[src/core/tcc_pkg.sv]
// Constants for the capture/compare timer channel: register offsets,
// field positions, reset values and timing figures.
// Assumes an AXI4-Lite slave with 32-bit data and byte addressing.
package tcc_pkg;

  // ----------------------------------------------------------------
  // Register byte offsets
  // ----------------------------------------------------------------
  localparam logic [7:0] OFF_CLK_ENABLE  = 8'h00; // peripheral_clock_enable_1
  localparam logic [7:0] OFF_START_CTRL  = 8'h04; // timer_start_control
  localparam logic [7:0] OFF_MODE        = 8'h08;
  localparam logic [7:0] OFF_IO_CTRL     = 8'h0c;
  localparam logic [7:0] OFF_IRQ_ENABLE  = 8'h10;
  localparam logic [7:0] OFF_STATUS      = 8'h14;
  localparam logic [7:0] OFF_COUNTER     = 8'h18;
  localparam logic [7:0] OFF_CAPTURE_A   = 8'h1c;
  localparam logic [7:0] OFF_COMPARE_B   = 8'h20;
  localparam logic [7:0] OFF_BUFFER_C    = 8'h24;
  localparam logic [7:0] OFF_COMPARE_D   = 8'h28;

  // ----------------------------------------------------------------
  // Field positions
  // ----------------------------------------------------------------
  localparam int CLK_SUPPLY_BIT   = 4;  // timer_clock_supply_bit
  localparam int START0_BIT       = 0;  // channel0_start_bit
  localparam int START1_BIT       = 1;
  localparam int CNT_OP_SEL_BIT   = 2;  // count_operation_select
  localparam int MODE_BUF_C_BIT   = 4;  // register C buffers register A
  localparam int MODE_BUF_D_BIT   = 5;  // D-buffers-B select; no logic reads it
  localparam int MODE_FILTER_BIT  = 8;  // input_filter_enable
  localparam int IO_EDGE_LSB      = 0;  // capture edge select, 2 bits
  localparam int IO_OUT_B_LSB     = 4;  // compare out control B, 2 bits
  localparam int IO_OUT_D_LSB     = 8;  // compare out control D, 2 bits
  localparam int IO_INIT_B_BIT    = 12; // initial level of pin B
  localparam int IO_INIT_D_BIT    = 13; // initial level of pin D
  localparam int IO_OE_A_BIT      = 16; // output enable, capture pin
  localparam int IO_OE_C_BIT      = 18; // output enable, pin C
  localparam int IE_A_BIT         = 0;
  localparam int IE_B_BIT         = 1;
  localparam int IE_D_BIT         = 3;
  localparam int IE_OVF_BIT       = 4;
  localparam int ST_A_BIT         = 0;
  localparam int ST_B_BIT         = 1;
  localparam int ST_D_BIT         = 3;
  localparam int ST_OVF_BIT       = 4;

  // ----------------------------------------------------------------
  // Reset values and encodings
  // ----------------------------------------------------------------
  localparam logic [15:0] COUNTER_RESET  = 16'h0000;
  localparam logic [15:0] COMPARE_RESET  = 16'hffff;
  localparam logic [1:0]  EDGE_RISE      = 2'h0;
  localparam logic [1:0]  EDGE_FALL      = 2'h1;
  localparam logic [1:0]  EDGE_BOTH      = 2'h2;
  localparam logic [1:0]  OUT_DISABLED   = 2'h0;
  localparam logic [1:0]  OUT_LOW        = 2'h1;
  localparam logic [1:0]  OUT_HIGH       = 2'h2;
  localparam logic [1:0]  OUT_TOGGLE     = 2'h3;
  localparam logic [1:0]  RESP_OKAY      = 2'h0;
  localparam logic [1:0]  RESP_SLVERR    = 2'h2;

  // ----------------------------------------------------------------
  // Timing
  // ----------------------------------------------------------------
  localparam int CORE_CLK_MHZ      = 125;
  localparam int FILTER_HOLD_CYC   = 5;    // filter sampling clocks
  localparam int PIN_B_DELAY_US    = 1000;
  localparam int PIN_D_DELAY_US    = 2000;
  localparam int PIN_B_DELAY_CYC   = PIN_B_DELAY_US * CORE_CLK_MHZ;
  localparam int PIN_D_DELAY_CYC   = PIN_D_DELAY_US * CORE_CLK_MHZ;

endpackage

[src/core/timer_capture_compare_ch0.sv]
// Capture/compare timer channel 0 with an AXI4-Lite register file.
// Assumes a single clock CORE_CLK; the capture pin is asynchronous
// and is synchronised here before any use.
`timescale 1ns/1ns

module timer_capture_compare_ch0
#(
  parameter int CNT_WIDTH = 16
)
(
  input  wire logic                 CORE_CLK,
  input  wire logic                 RST,
  input  wire logic [7:0]           S_AXI_AWADDR,
  input  wire logic                 S_AXI_AWVALID,
  output logic                      S_AXI_AWREADY,
  input  wire logic [31:0]          S_AXI_WDATA,
  input  wire logic [3:0]           S_AXI_WSTRB,
  input  wire logic                 S_AXI_WVALID,
  output logic                      S_AXI_WREADY,
  output logic [1:0]                S_AXI_BRESP,
  output logic                      S_AXI_BVALID,
  input  wire logic                 S_AXI_BREADY,
  input  wire logic [7:0]           S_AXI_ARADDR,
  input  wire logic                 S_AXI_ARVALID,
  output logic                      S_AXI_ARREADY,
  output logic [31:0]               S_AXI_RDATA,
  output logic [1:0]                S_AXI_RRESP,
  output logic                      S_AXI_RVALID,
  input  wire logic                 S_AXI_RREADY,
  input  wire logic                 CAPTURE_INPUT_PIN,
  output logic                      CAPTURE_INPUT_PIN_OE,
  output logic                      CHANNEL_PIN_C_OE,
  output logic                      COMPARE_OUT_PIN_B,
  output logic                      COMPARE_OUT_PIN_B_OE,
  output logic                      COMPARE_OUT_PIN_D,
  output logic                      COMPARE_OUT_PIN_D_OE,
  output logic                      TIMER_IRQ
);
  import tcc_pkg::*;

  // ----------------------------------------------------------------
  // Register state
  // ----------------------------------------------------------------
  logic                 clk_supply;
  logic [3:0]           start_ctrl;
  logic [31:0]          mode;
  logic [31:0]          io_ctrl;
  logic [4:0]           irq_enable;
  logic [4:0]           status;
  logic [CNT_WIDTH-1:0] channel_counter;
  logic [CNT_WIDTH-1:0] capture_reg_a;
  logic [CNT_WIDTH-1:0] compare_reg_b;
  logic [CNT_WIDTH-1:0] buffer_reg_c;
  logic [CNT_WIDTH-1:0] compare_reg_d;
  logic [CNT_WIDTH-1:0] second_channel_counter;

  // Bus state
  logic                 aw_held;
  logic                 w_held;
  logic [7:0]           aw_addr;
  logic [31:0]          w_data;
  logic [3:0]           w_strb;
  logic                 wr_fire;
  logic                 rd_fire;
  logic [31:0]          next_rdata;
  logic                 rd_known;
  logic                 wr_known;

  // Timer-side signals
  logic                 timer_rst;
  logic                 counting0;
  logic                 pin_meta;
  logic                 pin_sync;
  logic [2:0]           stable_cnt;
  logic                 filt_level;
  logic                 prev_level;
  logic                 use_level;
  logic                 rise_edge;
  logic                 fall_edge;
  logic                 capture_evt;
  logic                 match_a;
  logic                 match_b;
  logic                 match_d;
  logic                 overflow;
  logic [1:0]           edge_sel;
  logic                 clear_start0;

  // Write strobe helper: merge a byte-enabled write into a word
  function automatic logic [31:0] merge(input logic [31:0] old_v,
                                        input logic [31:0] new_v,
                                        input logic [3:0]  strb);
    logic [31:0] res;
    res = old_v;
    for (int i = 0; i < 4; i++)
    begin
      if (strb[i])
        res[i*8 +: 8] = new_v[i*8 +: 8];
    end
    return res;
  endfunction

  // Pin output rule from a 2-bit control and the current level
  function automatic logic pin_next(input logic [1:0] ctl,
                                    input logic       cur,
                                    input logic       hit);
    logic res;
    res = cur;
    if (hit)
    begin
      unique case (ctl)
        OUT_DISABLED: res = cur;
        OUT_LOW:      res = 1'b0;
        OUT_HIGH:     res = 1'b1;
        OUT_TOGGLE:   res = ~cur;
      endcase
    end
    return res;
  endfunction

  // ----------------------------------------------------------------
  // AXI4-Lite write channel
  // ----------------------------------------------------------------
  // Address and data are taken in either order; response after both
  assign S_AXI_AWREADY = ~aw_held & ~S_AXI_BVALID;
  assign S_AXI_WREADY  = ~w_held & ~S_AXI_BVALID;
  assign wr_fire       = aw_held & w_held & ~S_AXI_BVALID;

  always_ff @(posedge CORE_CLK or posedge RST)
  begin
    if (RST)
    begin
      aw_held      <= 1'b0;
      w_held       <= 1'b0;
      aw_addr      <= 8'h00;
      w_data       <= 32'h0000_0000;
      w_strb       <= 4'h0;
      S_AXI_BVALID <= 1'b0;
      S_AXI_BRESP  <= RESP_OKAY;
    end
    else
    begin
      if (S_AXI_AWVALID && S_AXI_AWREADY)
      begin
        aw_held <= 1'b1;
        aw_addr <= S_AXI_AWADDR;
      end
      if (S_AXI_WVALID && S_AXI_WREADY)
      begin
        w_held <= 1'b1;
        w_data <= S_AXI_WDATA;
        w_strb <= S_AXI_WSTRB;
      end
      if (wr_fire)
      begin
        aw_held      <= 1'b0;
        w_held       <= 1'b0;
        S_AXI_BVALID <= 1'b1;
        S_AXI_BRESP  <= wr_known ? RESP_OKAY : RESP_SLVERR;
      end
      else if (S_AXI_BVALID && S_AXI_BREADY)
        S_AXI_BVALID <= 1'b0;
    end
  end

  // Writes to the timer registers are dropped while the supply is off
  always_comb
  begin
    unique case (aw_addr)
      OFF_CLK_ENABLE:  wr_known = 1'b1;
      OFF_START_CTRL, OFF_MODE, OFF_IO_CTRL, OFF_IRQ_ENABLE, OFF_STATUS,
      OFF_COUNTER, OFF_CAPTURE_A, OFF_COMPARE_B, OFF_BUFFER_C,
      OFF_COMPARE_D:   wr_known = 1'b1;
      default:         wr_known = 1'b0;
    endcase
  end

  // ----------------------------------------------------------------
  // AXI4-Lite read channel
  // ----------------------------------------------------------------
  assign S_AXI_ARREADY = ~S_AXI_RVALID;
  assign rd_fire       = S_AXI_ARVALID & S_AXI_ARREADY;

  always_comb
  begin
    next_rdata = 32'h0000_0000;
    rd_known   = 1'b1;
    unique case (S_AXI_ARADDR)
      OFF_CLK_ENABLE: next_rdata[CLK_SUPPLY_BIT] = clk_supply;
      OFF_START_CTRL: next_rdata[3:0] = start_ctrl;
      OFF_MODE:       next_rdata = mode;
      OFF_IO_CTRL:    next_rdata = io_ctrl;
      OFF_IRQ_ENABLE: next_rdata[4:0] = irq_enable;
      OFF_STATUS:     next_rdata[4:0] = status;
      OFF_COUNTER:    next_rdata[CNT_WIDTH-1:0] = channel_counter;
      OFF_CAPTURE_A:  next_rdata[CNT_WIDTH-1:0] = capture_reg_a;
      OFF_COMPARE_B:  next_rdata[CNT_WIDTH-1:0] = compare_reg_b;
      OFF_BUFFER_C:   next_rdata[CNT_WIDTH-1:0] = buffer_reg_c;
      OFF_COMPARE_D:  next_rdata[CNT_WIDTH-1:0] = compare_reg_d;
      default:        rd_known = 1'b0;
    endcase
  end

  always_ff @(posedge CORE_CLK or posedge RST)
  begin
    if (RST)
    begin
      S_AXI_RVALID <= 1'b0;
      S_AXI_RDATA  <= 32'h0000_0000;
      S_AXI_RRESP  <= RESP_OKAY;
    end
    else if (rd_fire)
    begin
      S_AXI_RVALID <= 1'b1;
      S_AXI_RDATA  <= next_rdata;
      S_AXI_RRESP  <= rd_known ? RESP_OKAY : RESP_SLVERR;
    end
    else if (S_AXI_RREADY)
      S_AXI_RVALID <= 1'b0;
  end

  // ----------------------------------------------------------------
  // Clock supply and start control
  // ----------------------------------------------------------------
  // Supply bit is always writable; everything else waits for it
  always_ff @(posedge CORE_CLK or posedge RST)
  begin
    if (RST)
      clk_supply <= 1'b0;
    else if (wr_fire && aw_addr == OFF_CLK_ENABLE && w_strb[0])
      clk_supply <= w_data[CLK_SUPPLY_BIT];
  end

  assign timer_rst    = ~clk_supply;
  assign clear_start0 = counting0 & match_a & ~start_ctrl[CNT_OP_SEL_BIT];

  // Hardware stop at match A beats a simultaneous software start
  always_ff @(posedge CORE_CLK or posedge RST)
  begin
    if (RST)
      start_ctrl <= 4'h0;
    else if (timer_rst)
      start_ctrl <= 4'h0;
    else
    begin
      if (wr_fire && aw_addr == OFF_START_CTRL && w_strb[0])
        start_ctrl <= w_data[3:0];
      if (clear_start0)
        start_ctrl[START0_BIT] <= 1'b0;
    end
  end

  // Configuration registers, writable only with supply on
  always_ff @(posedge CORE_CLK or posedge RST)
  begin
    if (RST)
    begin
      mode          <= 32'h0000_0000;
      io_ctrl       <= 32'h0000_0000;
      irq_enable    <= 5'h00;
      compare_reg_b <= COMPARE_RESET;
      compare_reg_d <= COMPARE_RESET;
    end
    else if (timer_rst)
    begin
      mode          <= 32'h0000_0000;
      io_ctrl       <= 32'h0000_0000;
      irq_enable    <= 5'h00;
      compare_reg_b <= COMPARE_RESET;
      compare_reg_d <= COMPARE_RESET;
    end
    else if (wr_fire)
    begin
      unique case (aw_addr)
        OFF_MODE:       mode <= merge(mode, w_data, w_strb);
        OFF_IO_CTRL:    io_ctrl <= merge(io_ctrl, w_data, w_strb);
        OFF_IRQ_ENABLE: irq_enable <= 5'(merge(32'(irq_enable), w_data, w_strb));
        OFF_COMPARE_B:  compare_reg_b <= CNT_WIDTH'(merge(32'(compare_reg_b), w_data,
                                                          w_strb));
        OFF_COMPARE_D:  compare_reg_d <= CNT_WIDTH'(merge(32'(compare_reg_d), w_data,
                                                          w_strb));
        default:        ;
      endcase
    end
  end

  // ----------------------------------------------------------------
  // Counters
  // ----------------------------------------------------------------
  assign counting0 = start_ctrl[START0_BIT];
  assign overflow  = counting0 & (&channel_counter);
  assign match_a   = capture_reg_a == channel_counter;
  assign match_b   = counting0 & (compare_reg_b == channel_counter);
  assign match_d   = counting0 & (compare_reg_d == channel_counter);

  // Runs until match A stops it (count_operation_select 0); no capture or compare ever clears the count
  always_ff @(posedge CORE_CLK or posedge RST)
  begin
    if (RST)
      channel_counter <= COUNTER_RESET;
    else if (timer_rst)
      channel_counter <= COUNTER_RESET;
    else if (wr_fire && aw_addr == OFF_COUNTER)
      channel_counter <= w_data[CNT_WIDTH-1:0];
    else if (counting0)
      channel_counter <= channel_counter + 1'b1;
  end

  // Second counter has its own start bit; it shares only the supply-off clear
  always_ff @(posedge CORE_CLK or posedge RST)
  begin
    if (RST)
      second_channel_counter <= COUNTER_RESET;
    else if (timer_rst)
      second_channel_counter <= COUNTER_RESET;
    else if (start_ctrl[START1_BIT])
      second_channel_counter <= second_channel_counter + 1'b1;
  end

  // ----------------------------------------------------------------
  // Capture pin: synchroniser, filter, edge detect
  // ----------------------------------------------------------------
  always_ff @(posedge CORE_CLK or posedge RST)
  begin
    if (RST)
    begin
      pin_meta <= 1'b0;
      pin_sync <= 1'b0;
    end
    else
    begin
      pin_meta <= CAPTURE_INPUT_PIN;
      pin_sync <= pin_meta;
    end
  end

  // Filter samples every core clock, the count source
  always_ff @(posedge CORE_CLK or posedge RST)
  begin
    if (RST)
    begin
      stable_cnt <= 3'h0;
      filt_level <= 1'b0;
    end
    else if (pin_sync == filt_level)
      stable_cnt <= 3'h0;
    else if (stable_cnt == 3'(FILTER_HOLD_CYC - 1))
    begin
      filt_level <= pin_sync;
      stable_cnt <= 3'h0;
    end
    else
      stable_cnt <= stable_cnt + 3'h1;
  end

  assign use_level = mode[MODE_FILTER_BIT] ? filt_level : pin_sync;
  assign edge_sel  = io_ctrl[IO_EDGE_LSB +: 2];
  assign rise_edge = use_level & ~prev_level;
  assign fall_edge = ~use_level & prev_level;

  // Reserved code 11 captures nothing
  always_comb
  begin
    unique case (edge_sel)
      EDGE_RISE: capture_evt = rise_edge;
      EDGE_FALL: capture_evt = fall_edge;
      EDGE_BOTH: capture_evt = rise_edge | fall_edge;
      default:   capture_evt = 1'b0;
    endcase
  end

  always_ff @(posedge CORE_CLK or posedge RST)
  begin
    if (RST)
    begin
      prev_level    <= 1'b0;
      capture_reg_a <= COUNTER_RESET;
      buffer_reg_c  <= COUNTER_RESET;
    end
    else if (timer_rst)
    begin
      prev_level    <= use_level;
      capture_reg_a <= COUNTER_RESET;
      buffer_reg_c  <= COUNTER_RESET;
    end
    else
    begin
      prev_level <= use_level;
      if (capture_evt)
      begin
        capture_reg_a <= channel_counter;
        if (mode[MODE_BUF_C_BIT])
          buffer_reg_c <= capture_reg_a;
      end
      else if (wr_fire && aw_addr == OFF_CAPTURE_A)
        capture_reg_a <= w_data[CNT_WIDTH-1:0];
      else if (wr_fire && aw_addr == OFF_BUFFER_C)
        buffer_reg_c <= w_data[CNT_WIDTH-1:0];
    end
  end

  // ----------------------------------------------------------------
  // Status flags; set wins over a software write-one clear
  // ----------------------------------------------------------------
  always_ff @(posedge CORE_CLK or posedge RST)
  begin
    if (RST)
      status <= 5'h00;
    else if (timer_rst)
      status <= 5'h00;
    else
    begin
      if (wr_fire && aw_addr == OFF_STATUS && w_strb[0])
        status <= status & ~w_data[4:0];
      if (capture_evt)
        status[ST_A_BIT] <= 1'b1;
      if (match_b)
        status[ST_B_BIT] <= 1'b1;
      if (match_d)
        status[ST_D_BIT] <= 1'b1;
      if (overflow)
        status[ST_OVF_BIT] <= 1'b1;
    end
  end

  // Each source reaches the line only through its own enable
  always_ff @(posedge CORE_CLK or posedge RST)
  begin
    if (RST)
      TIMER_IRQ <= 1'b0;
    else
      TIMER_IRQ <= |(status & irq_enable);
  end

  // ----------------------------------------------------------------
  // Compare output pins
  // ----------------------------------------------------------------
  // Initial level is loaded whenever the channel is stopped
  always_ff @(posedge CORE_CLK or posedge RST)
  begin
    if (RST)
    begin
      COMPARE_OUT_PIN_B <= 1'b0;
      COMPARE_OUT_PIN_D <= 1'b0;
    end
    else if (timer_rst || !counting0)
    begin
      COMPARE_OUT_PIN_B <= io_ctrl[IO_INIT_B_BIT];
      COMPARE_OUT_PIN_D <= io_ctrl[IO_INIT_D_BIT];
    end
    else
    begin
      COMPARE_OUT_PIN_B <= pin_next(io_ctrl[IO_OUT_B_LSB +: 2],
                                    COMPARE_OUT_PIN_B, match_b);
      COMPARE_OUT_PIN_D <= pin_next(io_ctrl[IO_OUT_D_LSB +: 2],
                                    COMPARE_OUT_PIN_D, match_d);
    end
  end

  // Per-pin output enables
  assign CAPTURE_INPUT_PIN_OE = io_ctrl[IO_OE_A_BIT] & clk_supply;
  assign CHANNEL_PIN_C_OE     = io_ctrl[IO_OE_C_BIT] & clk_supply;
  assign COMPARE_OUT_PIN_B_OE = (io_ctrl[IO_OUT_B_LSB +: 2] != OUT_DISABLED);
  assign COMPARE_OUT_PIN_D_OE = (io_ctrl[IO_OUT_D_LSB +: 2] != OUT_DISABLED);

endmodule

[config.mk]
export PLATFORM = sky130hd
export DESIGN_NAME = timer_capture_compare_ch0
export DESIGN_NICKNAME = d
export VERILOG_FILES = /design/src/core/tcc_pkg.sv /design/src/core/timer_capture_compare_ch0.sv
export SDC_FILE = /design/constraint.sdc
export NUM_CORES = 1
export LEC_CHECK = 0
export ABC_AREA = 1
export BUFFER_PORTS_ARGS = -buffer_cell sky130_fd_sc_hd__buf_2
export CAP_MARGIN = 20
export CORE_ASPECT_RATIO = 1.5
export CORE_MARGIN = 2
export CORE_UTILIZATION = 44
export CTS_CLUSTER_SIZE = 24
export DETAILED_ROUTE_END_ITERATION = 7
export SLEW_MARGIN = 20
export SYNTH_ARGS = -nofsm -noshare
export SYNTH_HDL_FRONTEND = slang
export SYNTH_SLANG_ARGS = --single-unit
[constraint.sdc]
create_clock -name CORE_CLK -period 8.5 [get_ports CORE_CLK]
set_input_delay 1.7 -clock CORE_CLK [delete_from_list [all_inputs] [get_ports CORE_CLK]]
set_output_delay 1.7 -clock CORE_CLK [all_outputs]
set_load 0.005 [all_outputs]
Word level (Yosys, flattened, before mapping)

Cells that the tools add are included.

Add/subtract/negate cells: 2
Eq/ne operators: 57
Mux-type cells: 66
Bitwise logic cells: 29
Reduce and logical (&&, ||, !) cells: 48

Operators by type and width:

| cell                                                                    | number |
|---|---|
| 16-bit 2-to-1 mux                                                       | 17 |
| 32-bit 2-to-1 mux                                                       | 6 |
| 11-bit case mux with 7 select lines                                     | 1 |
| 8-bit by 5-bit == test with 1-bit output, second input constant         | 8 |
| 16-bit == test                                                          | 3 |
| 8-bit by 6-bit == test with 1-bit output, second input constant         | 6 |
| 3-bit AND reduction                                                     | 14 |
| 4-bit case mux with 10 select lines                                     | 1 |
| 8-bit by 4-bit == test with 1-bit output, second input constant         | 4 |
| 8-bit 2-to-1 mux                                                        | 4 |
| 16-bit case mux with 2 select lines                                     | 1 |
| 5-bit 2-to-1 mux                                                        | 6 |
| 2-bit by 1-bit inequality test with 1-bit output, second input constant | 12 |
| 3-bit by 1-bit inequality test with 1-bit output, second input constant | 8 |
| 11-bit OR reduction                                                     | 2 |
| 1-bit 2-to-1 mux                                                        | 20 |
| 16-bit by 1-bit adder with 16-bit output, second input constant         | 1 |
| 8-bit by 3-bit == test with 1-bit output, second input constant         | 2 |
| 8-bit zero test                                                         | 2 |
| 16-bit AND reduction                                                    | 1 |
| 2-bit nonzero test                                                      | 8 |
| 1-bit AND                                                               | 14 |
| 1-bit logical AND                                                       | 12 |
| 1-bit inverter                                                          | 11 |
| 20 further kinds                                                        | 38 |

Bits in registers: 253
Bits of input ports: 60
Output and inout bits: 48
Word-level logic and storage cells: 244

Longest topological paths before layout

Gate-level depths: netlist (run 1).

Depth after elaboration: 7
Mapped depth: 16
Mapped depth without buffers: 14

Worst setup path before layout (run 1)

No wires, ideal clock.

Kind: register to output
Start point: register clk_supply
End point: output port CHANNEL_PIN_C_OE
Arrival: 1191 ps
Data required time: 6800 ps
Slack: 5609 ps
Cell stages (with the launch flop): 7
Buffers on the path: 4
Cell sequence: dfrtp_1 > buf_2 > buf_2 > buf_2 > buf_2 > nand2_1 > inv_1

Word-level cells in the longest chain between the ends: 1

RTL lines:

| what                   | RTL line                         | RTL |
|---|---|---|
| start, declared        | timer_capture_compare_ch0.sv:44  | `logic clk_supply;` |
| start signal, assigned | timer_capture_compare_ch0.sv:230 | `clk_supply <= w_data[CLK_SUPPLY_BIT];` |
| 1-bit AND              | timer_capture_compare_ch0.sv:461 | `assign CHANNEL_PIN_C_OE = io_ctrl[IO_OE_C_BIT] & clk_supply;` |
| end, declared          | timer_capture_compare_ch0.sv:32  | `output logic CHANNEL_PIN_C_OE,` |

Every way passes these cells.

Final worst setup path (run 1)

Start point: input port S_AXI_ARADDR[2]
End point: register S_AXI_RDATA[4]

Word-level cells in the longest chain between the ends: 2
Elaborated cells between the ends (all ways): 11
Those cells by class: eq/ne: 9; mux: 1; reduce/logical: 1

RTL lines:

| what                                                                   | RTL line                         | RTL |
|---|---|---|
| start, declared                                                        | timer_capture_compare_ch0.sv:23  | `input wire logic [7:0] S_AXI_ARADDR,` |
| 8-bit by 6-bit == test with 1-bit output, or another cell as far along | timer_capture_compare_ch0.sv:187 | `unique case (S_AXI_ARADDR)` |
| 1-bit case mux with 10 select lines (*)                                | timer_capture_compare_ch0.sv:187 |  |
| end signal, assigned                                                   | timer_capture_compare_ch0.sv:214 | `S_AXI_RDATA <= next_rdata;` |
| end, declared                                                          | timer_capture_compare_ch0.sv:26  | `output logic [31:0] S_AXI_RDATA,` |

Mark *: on every way between the ends. The rest lies on a longest branch, timed or not.
A chain may end at the register's enable or synchronous reset.

==> results.ini, run 1 <==
[global_route]
grt_pass1_vias = 11480
grt_pass1_wl_mm = 63.38
grt_overflow = 0
grt.total_usage_pct = 26.85
antenna_found_initial = 0
grt_max_degree = 139

[run]
drv_cap = 0

[cts]
cts_root_buf = clkbuf_16
htree_levels = 1
cts_buffers = 26
cts_max_path_buffers = 3
cts_sinks = 251
cts_hold_buffers = 0
clock_latency_ns = 0.55
cts.clk_slew.worst_paths_ns = 0.06
cts_tree = done
cts_setup_buffers = 0
cts-resized-gates = 0

[worst_hold_path]
hold_path_class = reg -> reg

[cells_and_area]
layout_commonest_cell = nand2_1
n_antenna_cell = 0
final_cell_mix = nand2_1 (586), dfrtp_1 (218), o21ai_0 (147), nor2_1 (138), inv_1 (122)
drive_above_1_share_pct = 15.66
fin_nets = 1808
syn_to_final_growth_pct = 11.94
finalNonFillerCells = 2153

[die]
die-area_sq_um = 30850
fp.dieH_um = 214.1
dieWidth_um = 144.1
core_sq_um = 28810
num_rows = 76
initial_core_util_pct = 44.95
ioPinCount = 108

[place]
dp_cells = 2105
hpwlAfterDp_mm = 28.92
port_buffers = 105
dpl_worst_slack_ns = 4.304
gp_congestion = 0.8934

[synthesis]
ys_ff_latch = 251
syn-instance-count = 1674
synth-main-ff-cell = dfrtp_1
avgSynthCellArea_sq_um = 7.737
seq_area_frac_synth_pct = 48.81
synthArstFlopShare_pct = 100.0
synth_cell_type_count = 42
synth_edf_count = 0
yosys_warnings = 0
syn-cell-area_sq_um = 12950

[drt]
drtIter0Drc = 824
drc = 0
wl_per_cell_um = 18.60
detail-route-antenna-nets = 0
postRouteWirelength_mm = 40.05
dr.pass1.iters = 5
vias = 11350
via_per_inst = 5.272

[timing]
setup_tns_ns = 0
timing.final.crit_share_pct = 42.25
hold_violations = 0
setup_violations = 0
rsz0062_at_grt = no
period_minus_slack_ns = 3.591
layout_setup_ws_ns = 4.909
slew_viol_final = 0
fmaxAchievable_mhz = 278.5
maxSlewHeadroom_pct = 31.31
timing.hold.ws_ns = 0.3525
clock_skew_ns = 0.01236
tightestPinTransition_ns = 1.027

[setup_path]
crit_type = in -> reg
crit_path_start_kind = input pin
end_kind = flip-flop
cp.arrival_ns = 4.08
required_ns = 8.99
cp_max_fo = 23

[pwr]
max-vdd-ir-drop_mv = 0.1631
leakage_uw = 0.007522
power_density_nw_per_um2 = 211.1
p_total_uw = 3061

[outcome]
outcome = finished clean

## synth_stat cells (16+ instances only)
| master | instances | area share, % |
|---|---|---|
| buf_2 | 33 | 1.3 |
| nor2_1 | 138 | 4.0 |
| mux2_2 | 28 | 2.4 |
| nand2_1 | 588 | 17 |
| o21ai_0 | 147 | 5.7 |
| dfstp_2 | 32 | 6.5 |
| o21ai_1 | 59 | 2.3 |
| a21oi_1 | 56 | 2.2 |
| inv_1 | 123 | 3.6 |
| nand3_1 | 95 | 3.7 |
| clkbuf_1 | 16 | 0.46 |
| dfrtp_1 | 219 | 42 |
## path summary, 6_finish.rpt
kind	startpoint	endpoint	slack [ns]	cells after the start
setup / recovery	S_AXI_ARADDR[2]	S_AXI_RDATA[4]$_DFFE_PP0P_	4.91	12
hold / removal	pin_meta$_DFF_PP0_	pin_sync$_DFF_PP0_	0.35	0
setup reg to reg	mode[8]$_DFFE_PP0P_	buffer_reg_c[5]$_DFFE_PP0P_	5.42	13
hold reg to reg	pin_meta$_DFF_PP0_	pin_sync$_DFF_PP0_	0.35	0
max in group asynchronous	RST	buffer_reg_c[13]$_DFFE_PP0P_	5.91	3
min in group asynchronous	RST	aw_addr[5]$_DFFE_PP0P_	1.29	2
## stage by stage
| step | instance area, sq um | utilization, % |
|---|---|---|
| 2_1_floorplan | 12960 | - |
| 3_3_place_gp | 13610 | 47.23 |
| 3_5_place_dp | 13610 | 47.23 |
| 4_1_cts | 14490 | 50.28 |
| 5_1_grt | 14500 | 50.32 |
| 6_report | 14500 | 50.32 |
## sequential cells by signal, summed over array words and instances, names as in the netlist, 3 cells and up
signal	count
S_AXI_RDATA	32
io_ctrl	32
mode	32
w_data	32
buffer_reg_c	16
capture_reg_a	16
channel_counter	16
compare_reg_b	16
compare_reg_d	16
aw_addr	8
irq_enable	5
status	5
start_ctrl	4
w_strb	4
stable_cnt	3
## logic make-up after synthesis
| kind of cell | synth area share, % |
|---|---|
| mux | 2.435 |
| simple gates | 28.61 |
| other cells | 0.02895 |
| compound gates | 11.47 |
| flops | 48.81 |
| buf+inv | 7.362 |
| fa+ha+maj | 0.4830 |
| xor+xnor | 0.8115 |
## report_power, final
group	internal [uW]	switching, uW	leakage (uW)	total (uW)
clock network	684	501	0.000440	1180
logic	168	250	0.00386	418
registers	1350	113	0.00323	1460
## critical path, cell delays in order
cell and delay [ns]:
buf_2 0.12, inv_1 0.09, nand2_1 0.06, nor2_1 0.63
nand2_1 0.49, inv_2 0.56, nand2_1 0.11, nand2_1 0.09
inv_1 0.04, nand3_1 0.07, nand2_1 0.06, nand2_1 0.06
## cell type report
class | count | area (sq um)
Inverter | 135 | 510.5
Clock buffer | 35 | 755.7
Sequential cell | 251 | 6322
Clock inverter | 13 | 121.4
Tap cell | 390 | 488.0
Multi-Input combinational cell | 1215 | 5690
Fill cell | 2848 | 14320
Timing Repair Buffer | 114 | 609.3
## routing by layer
metal | vias up | part of all wire, % | GRT usage (%)
met3 | 145 | 3.8 | 2.635
met4 | 0 | 8.8 | 20.00
met2 | 361 | 50 | 46.52
met1 | 5346 | 37 | 30.03
li1 | 5499 | - | -
met5 | - | 0 | 0
(Power assumes the default switching activity.)
==> run 2: changes to the inputs <==
==> constraint.sdc (replaced) <==
create_clock -name CORE_CLK -period 3.2 [get_ports CORE_CLK]
set_input_delay 0.64 -clock CORE_CLK [delete_from_list [all_inputs] [get_ports CORE_CLK]]
set_output_delay 0.64 -clock CORE_CLK [all_outputs]
set_load 0.005 [all_outputs]
==> results.ini, run 2 (synthesized netlist as in run 1, its figures left out) <==
[drt]
wl_per_cell_um = 18.23  ; -2.0%
drtIter0Drc = 723  ; -12%
postRouteWirelength_mm = 39.50  ; -1.4%
vias = 11300  ; -0.48%
dr.pass1.iters = 5  ; unchanged
via_per_inst = 5.213  ; -1.1%
detail-route-antenna-nets = 0  ; unchanged
drc = 0  ; unchanged

[timing]
fmaxAchievable_mhz = 397.2
tightestPinTransition_ns = 1.055  ; +0.02832 ns
timing.hold.ws_ns = 0.1240  ; -0.2284 ns
clock_skew_ns = 0.01267  ; +0.0003107 ns
timing.final.crit_share_pct = 78.68
layout_setup_ws_ns = 0.6823  ; -4.227 ns
hold_violations = 0  ; unchanged
rsz0062_at_grt = no
period_minus_slack_ns = 2.518
maxSlewHeadroom_pct = 29.42  ; -1.9 points
slew_viol_final = 0  ; unchanged
setup_violations = 0  ; unchanged

[cells_and_area]
multi_input_area_sq_um = 5690  ; unchanged
drive_above_1_share_pct = 15.81  ; +0.16 points
finalNonFillerCells = 2167  ; +0.65%
layout_commonest_cell = nand2_1
finalInstanceArea_sq_um = 14600  ; +0.71%
seqCellArea_sq_um = 6322  ; unchanged
fin_nets = 1822  ; +0.77%
final_cell_mix = nand2_1 (587), dfrtp_1 (218), o21ai_0 (147), nor2_1 (138), inv_1 (122)
syn_to_final_growth_pct = 12.73
fill_cells = 2843  ; -0.18%
n_antenna_cell = 0  ; unchanged

[cts]
cts-resized-gates = 0  ; unchanged
clock_latency_ns = 0.55  ; about the same
cts_sinks = 251  ; unchanged
cts_setup_buffers = 0  ; unchanged
cts_max_path_buffers = 3  ; unchanged
cts_tree = done
htree_levels = 1  ; unchanged
cts_buffers = 26  ; unchanged
cts_hold_buffers = 0  ; unchanged
cts.clk_slew.worst_paths_ns = 0.07  ; about the same
cts_root_buf = clkbuf_16

[run]
drv_cap = 0  ; unchanged

[die]
dieWidth_um = 144.1  ; unchanged
die-area_sq_um = 30850  ; unchanged
initial_core_util_pct = 44.95  ; unchanged
core_sq_um = 28810  ; unchanged
fp.dieH_um = 214.1  ; unchanged
num_rows = 76  ; unchanged
ioPinCount = 108  ; unchanged

[pwr]
leakage_uw = 0.007562  ; +0.53%
power_density_nw_per_um2 = 553.9  ; +160%
max-vdd-ir-drop_mv = 0.3961  ; +140%

[setup_path]
crit_path_start_kind = flip-flop
max_stage_delay_ns = 0.60  ; -0.03 ns
cp.arrival_ns = 1.88  ; -2.20 ns
cp_max_fo = 30  ; +30%
cp_cell_sequence = buf_4, nand2_1, inv_1, buf_2
crit_type = reg -> out
cpMaxStageDelayCell = dfrtp_2
end_kind = output port
critPathBufInv = 3  ; -1
required_ns = 2.56  ; -6.43 ns
cp_top_family = buffers and inverters

[worst_hold_path]
hold_path_class = in -> async

[global_route]
grt.total_usage_pct = 26.47  ; -0.38 points
grt_pass1_wl_mm = 62.98  ; -0.63%
grt_pass1_vias = 11490  ; +0.11%
grt_overflow = 0  ; unchanged
grt_max_degree = 89  ; -36%
antenna_found_initial = 0  ; unchanged

[place]
gp_congestion = 0.9210  ; +3.1%
dp_cells = 2119  ; +0.67%
dpl_worst_slack_ns = 0.3898  ; -3.914 ns
place_area_sq_um = 13730  ; +0.86%
port_buffers = 105  ; unchanged
hpwlAfterDp_mm = 29.02  ; +0.37%

[outcome]
outcome = finished clean

run 2: area by class of cell:
cell class / instances / share of cell area [%]
inverters: 135 / 3.496
clock inverters: 5 / 0.5485
clock buffers: 43 / 5.382
multi-input cells: 1215 / 38.97
flip-flops and latches: 251 / 43.30
repair buffers: 128 / 4.953
well taps: 390 / 3.342
run 2: worst reg2reg max path, delay by kind of cell, from the launching register on:
kind                       cells  cell delay, ns
DFF                            1            0.40
buffers and inverters          2            0.18
adders and majority gates      1            0.27
and+or+nand+nor                4            0.56
AOI/OAI and AO/OA              3            0.91
run 2: routing by layer:
layer | share of wire [%] | vias up | track usage, %
li1 | - | 5528 | -
met1 | 38 | 5305 | 30.07
met2 | 51 | 350 | 46.56
met3 | 4.5 | 113 | 3.216
met4 | 6.7 | 0 | 16.34
met5 | 0 | - | 0
run 2: stage by stage:
| stage | utilization (%) | TNS (ns) | power, uW |
|---|---|---|---|
| 2_1_floorplan | - | -156.71 | 4633 |
| 3_3_place_gp | 47.64 | 0 | 5010 |
| 3_5_place_dp | 47.64 | 0 | 5048 |
| 4_1_cts | 50.65 | 0 | 8172 |
| 5_1_grt | 50.67 | 0 | 8491 |
| 6_report | 50.67 | 0 | 8087 |
run 2: power breakdown:
part / leakage [uW] / switching (uW) / internal [uW]
Combinational: 0.00392 / 658 / 454
Clock: 0.000414 / 1270 / 1830
Sequential: 0.00323 / 293 / 3580
Total: 0.00756 / 2230 / 5860
run 2: path summary, 6_finish.rpt:
check                                  startpoint                      endpoint  slack [ns]  cells past startpoint
min                                           RST  capture_reg_a[2]$_DFFE_PP0P_        0.12                      2
max reg2reg                filt_level$_DFFE_PP0P_  buffer_reg_c[15]$_DFFE_PP0P_        0.72                     10
min reg2reg                    pin_meta$_DFF_PP0_            pin_sync$_DFF_PP0_        0.36                      0
max                        clk_supply$_DFFE_PP0P_          CAPTURE_INPUT_PIN_OE        0.68                      4
max in group asynchronous                     RST  compare_reg_b[6]$_DFFE_PP1P_        2.20                      3
min in group CORE_CLK           CAPTURE_INPUT_PIN            pin_meta$_DFF_PP0_        0.20                      1
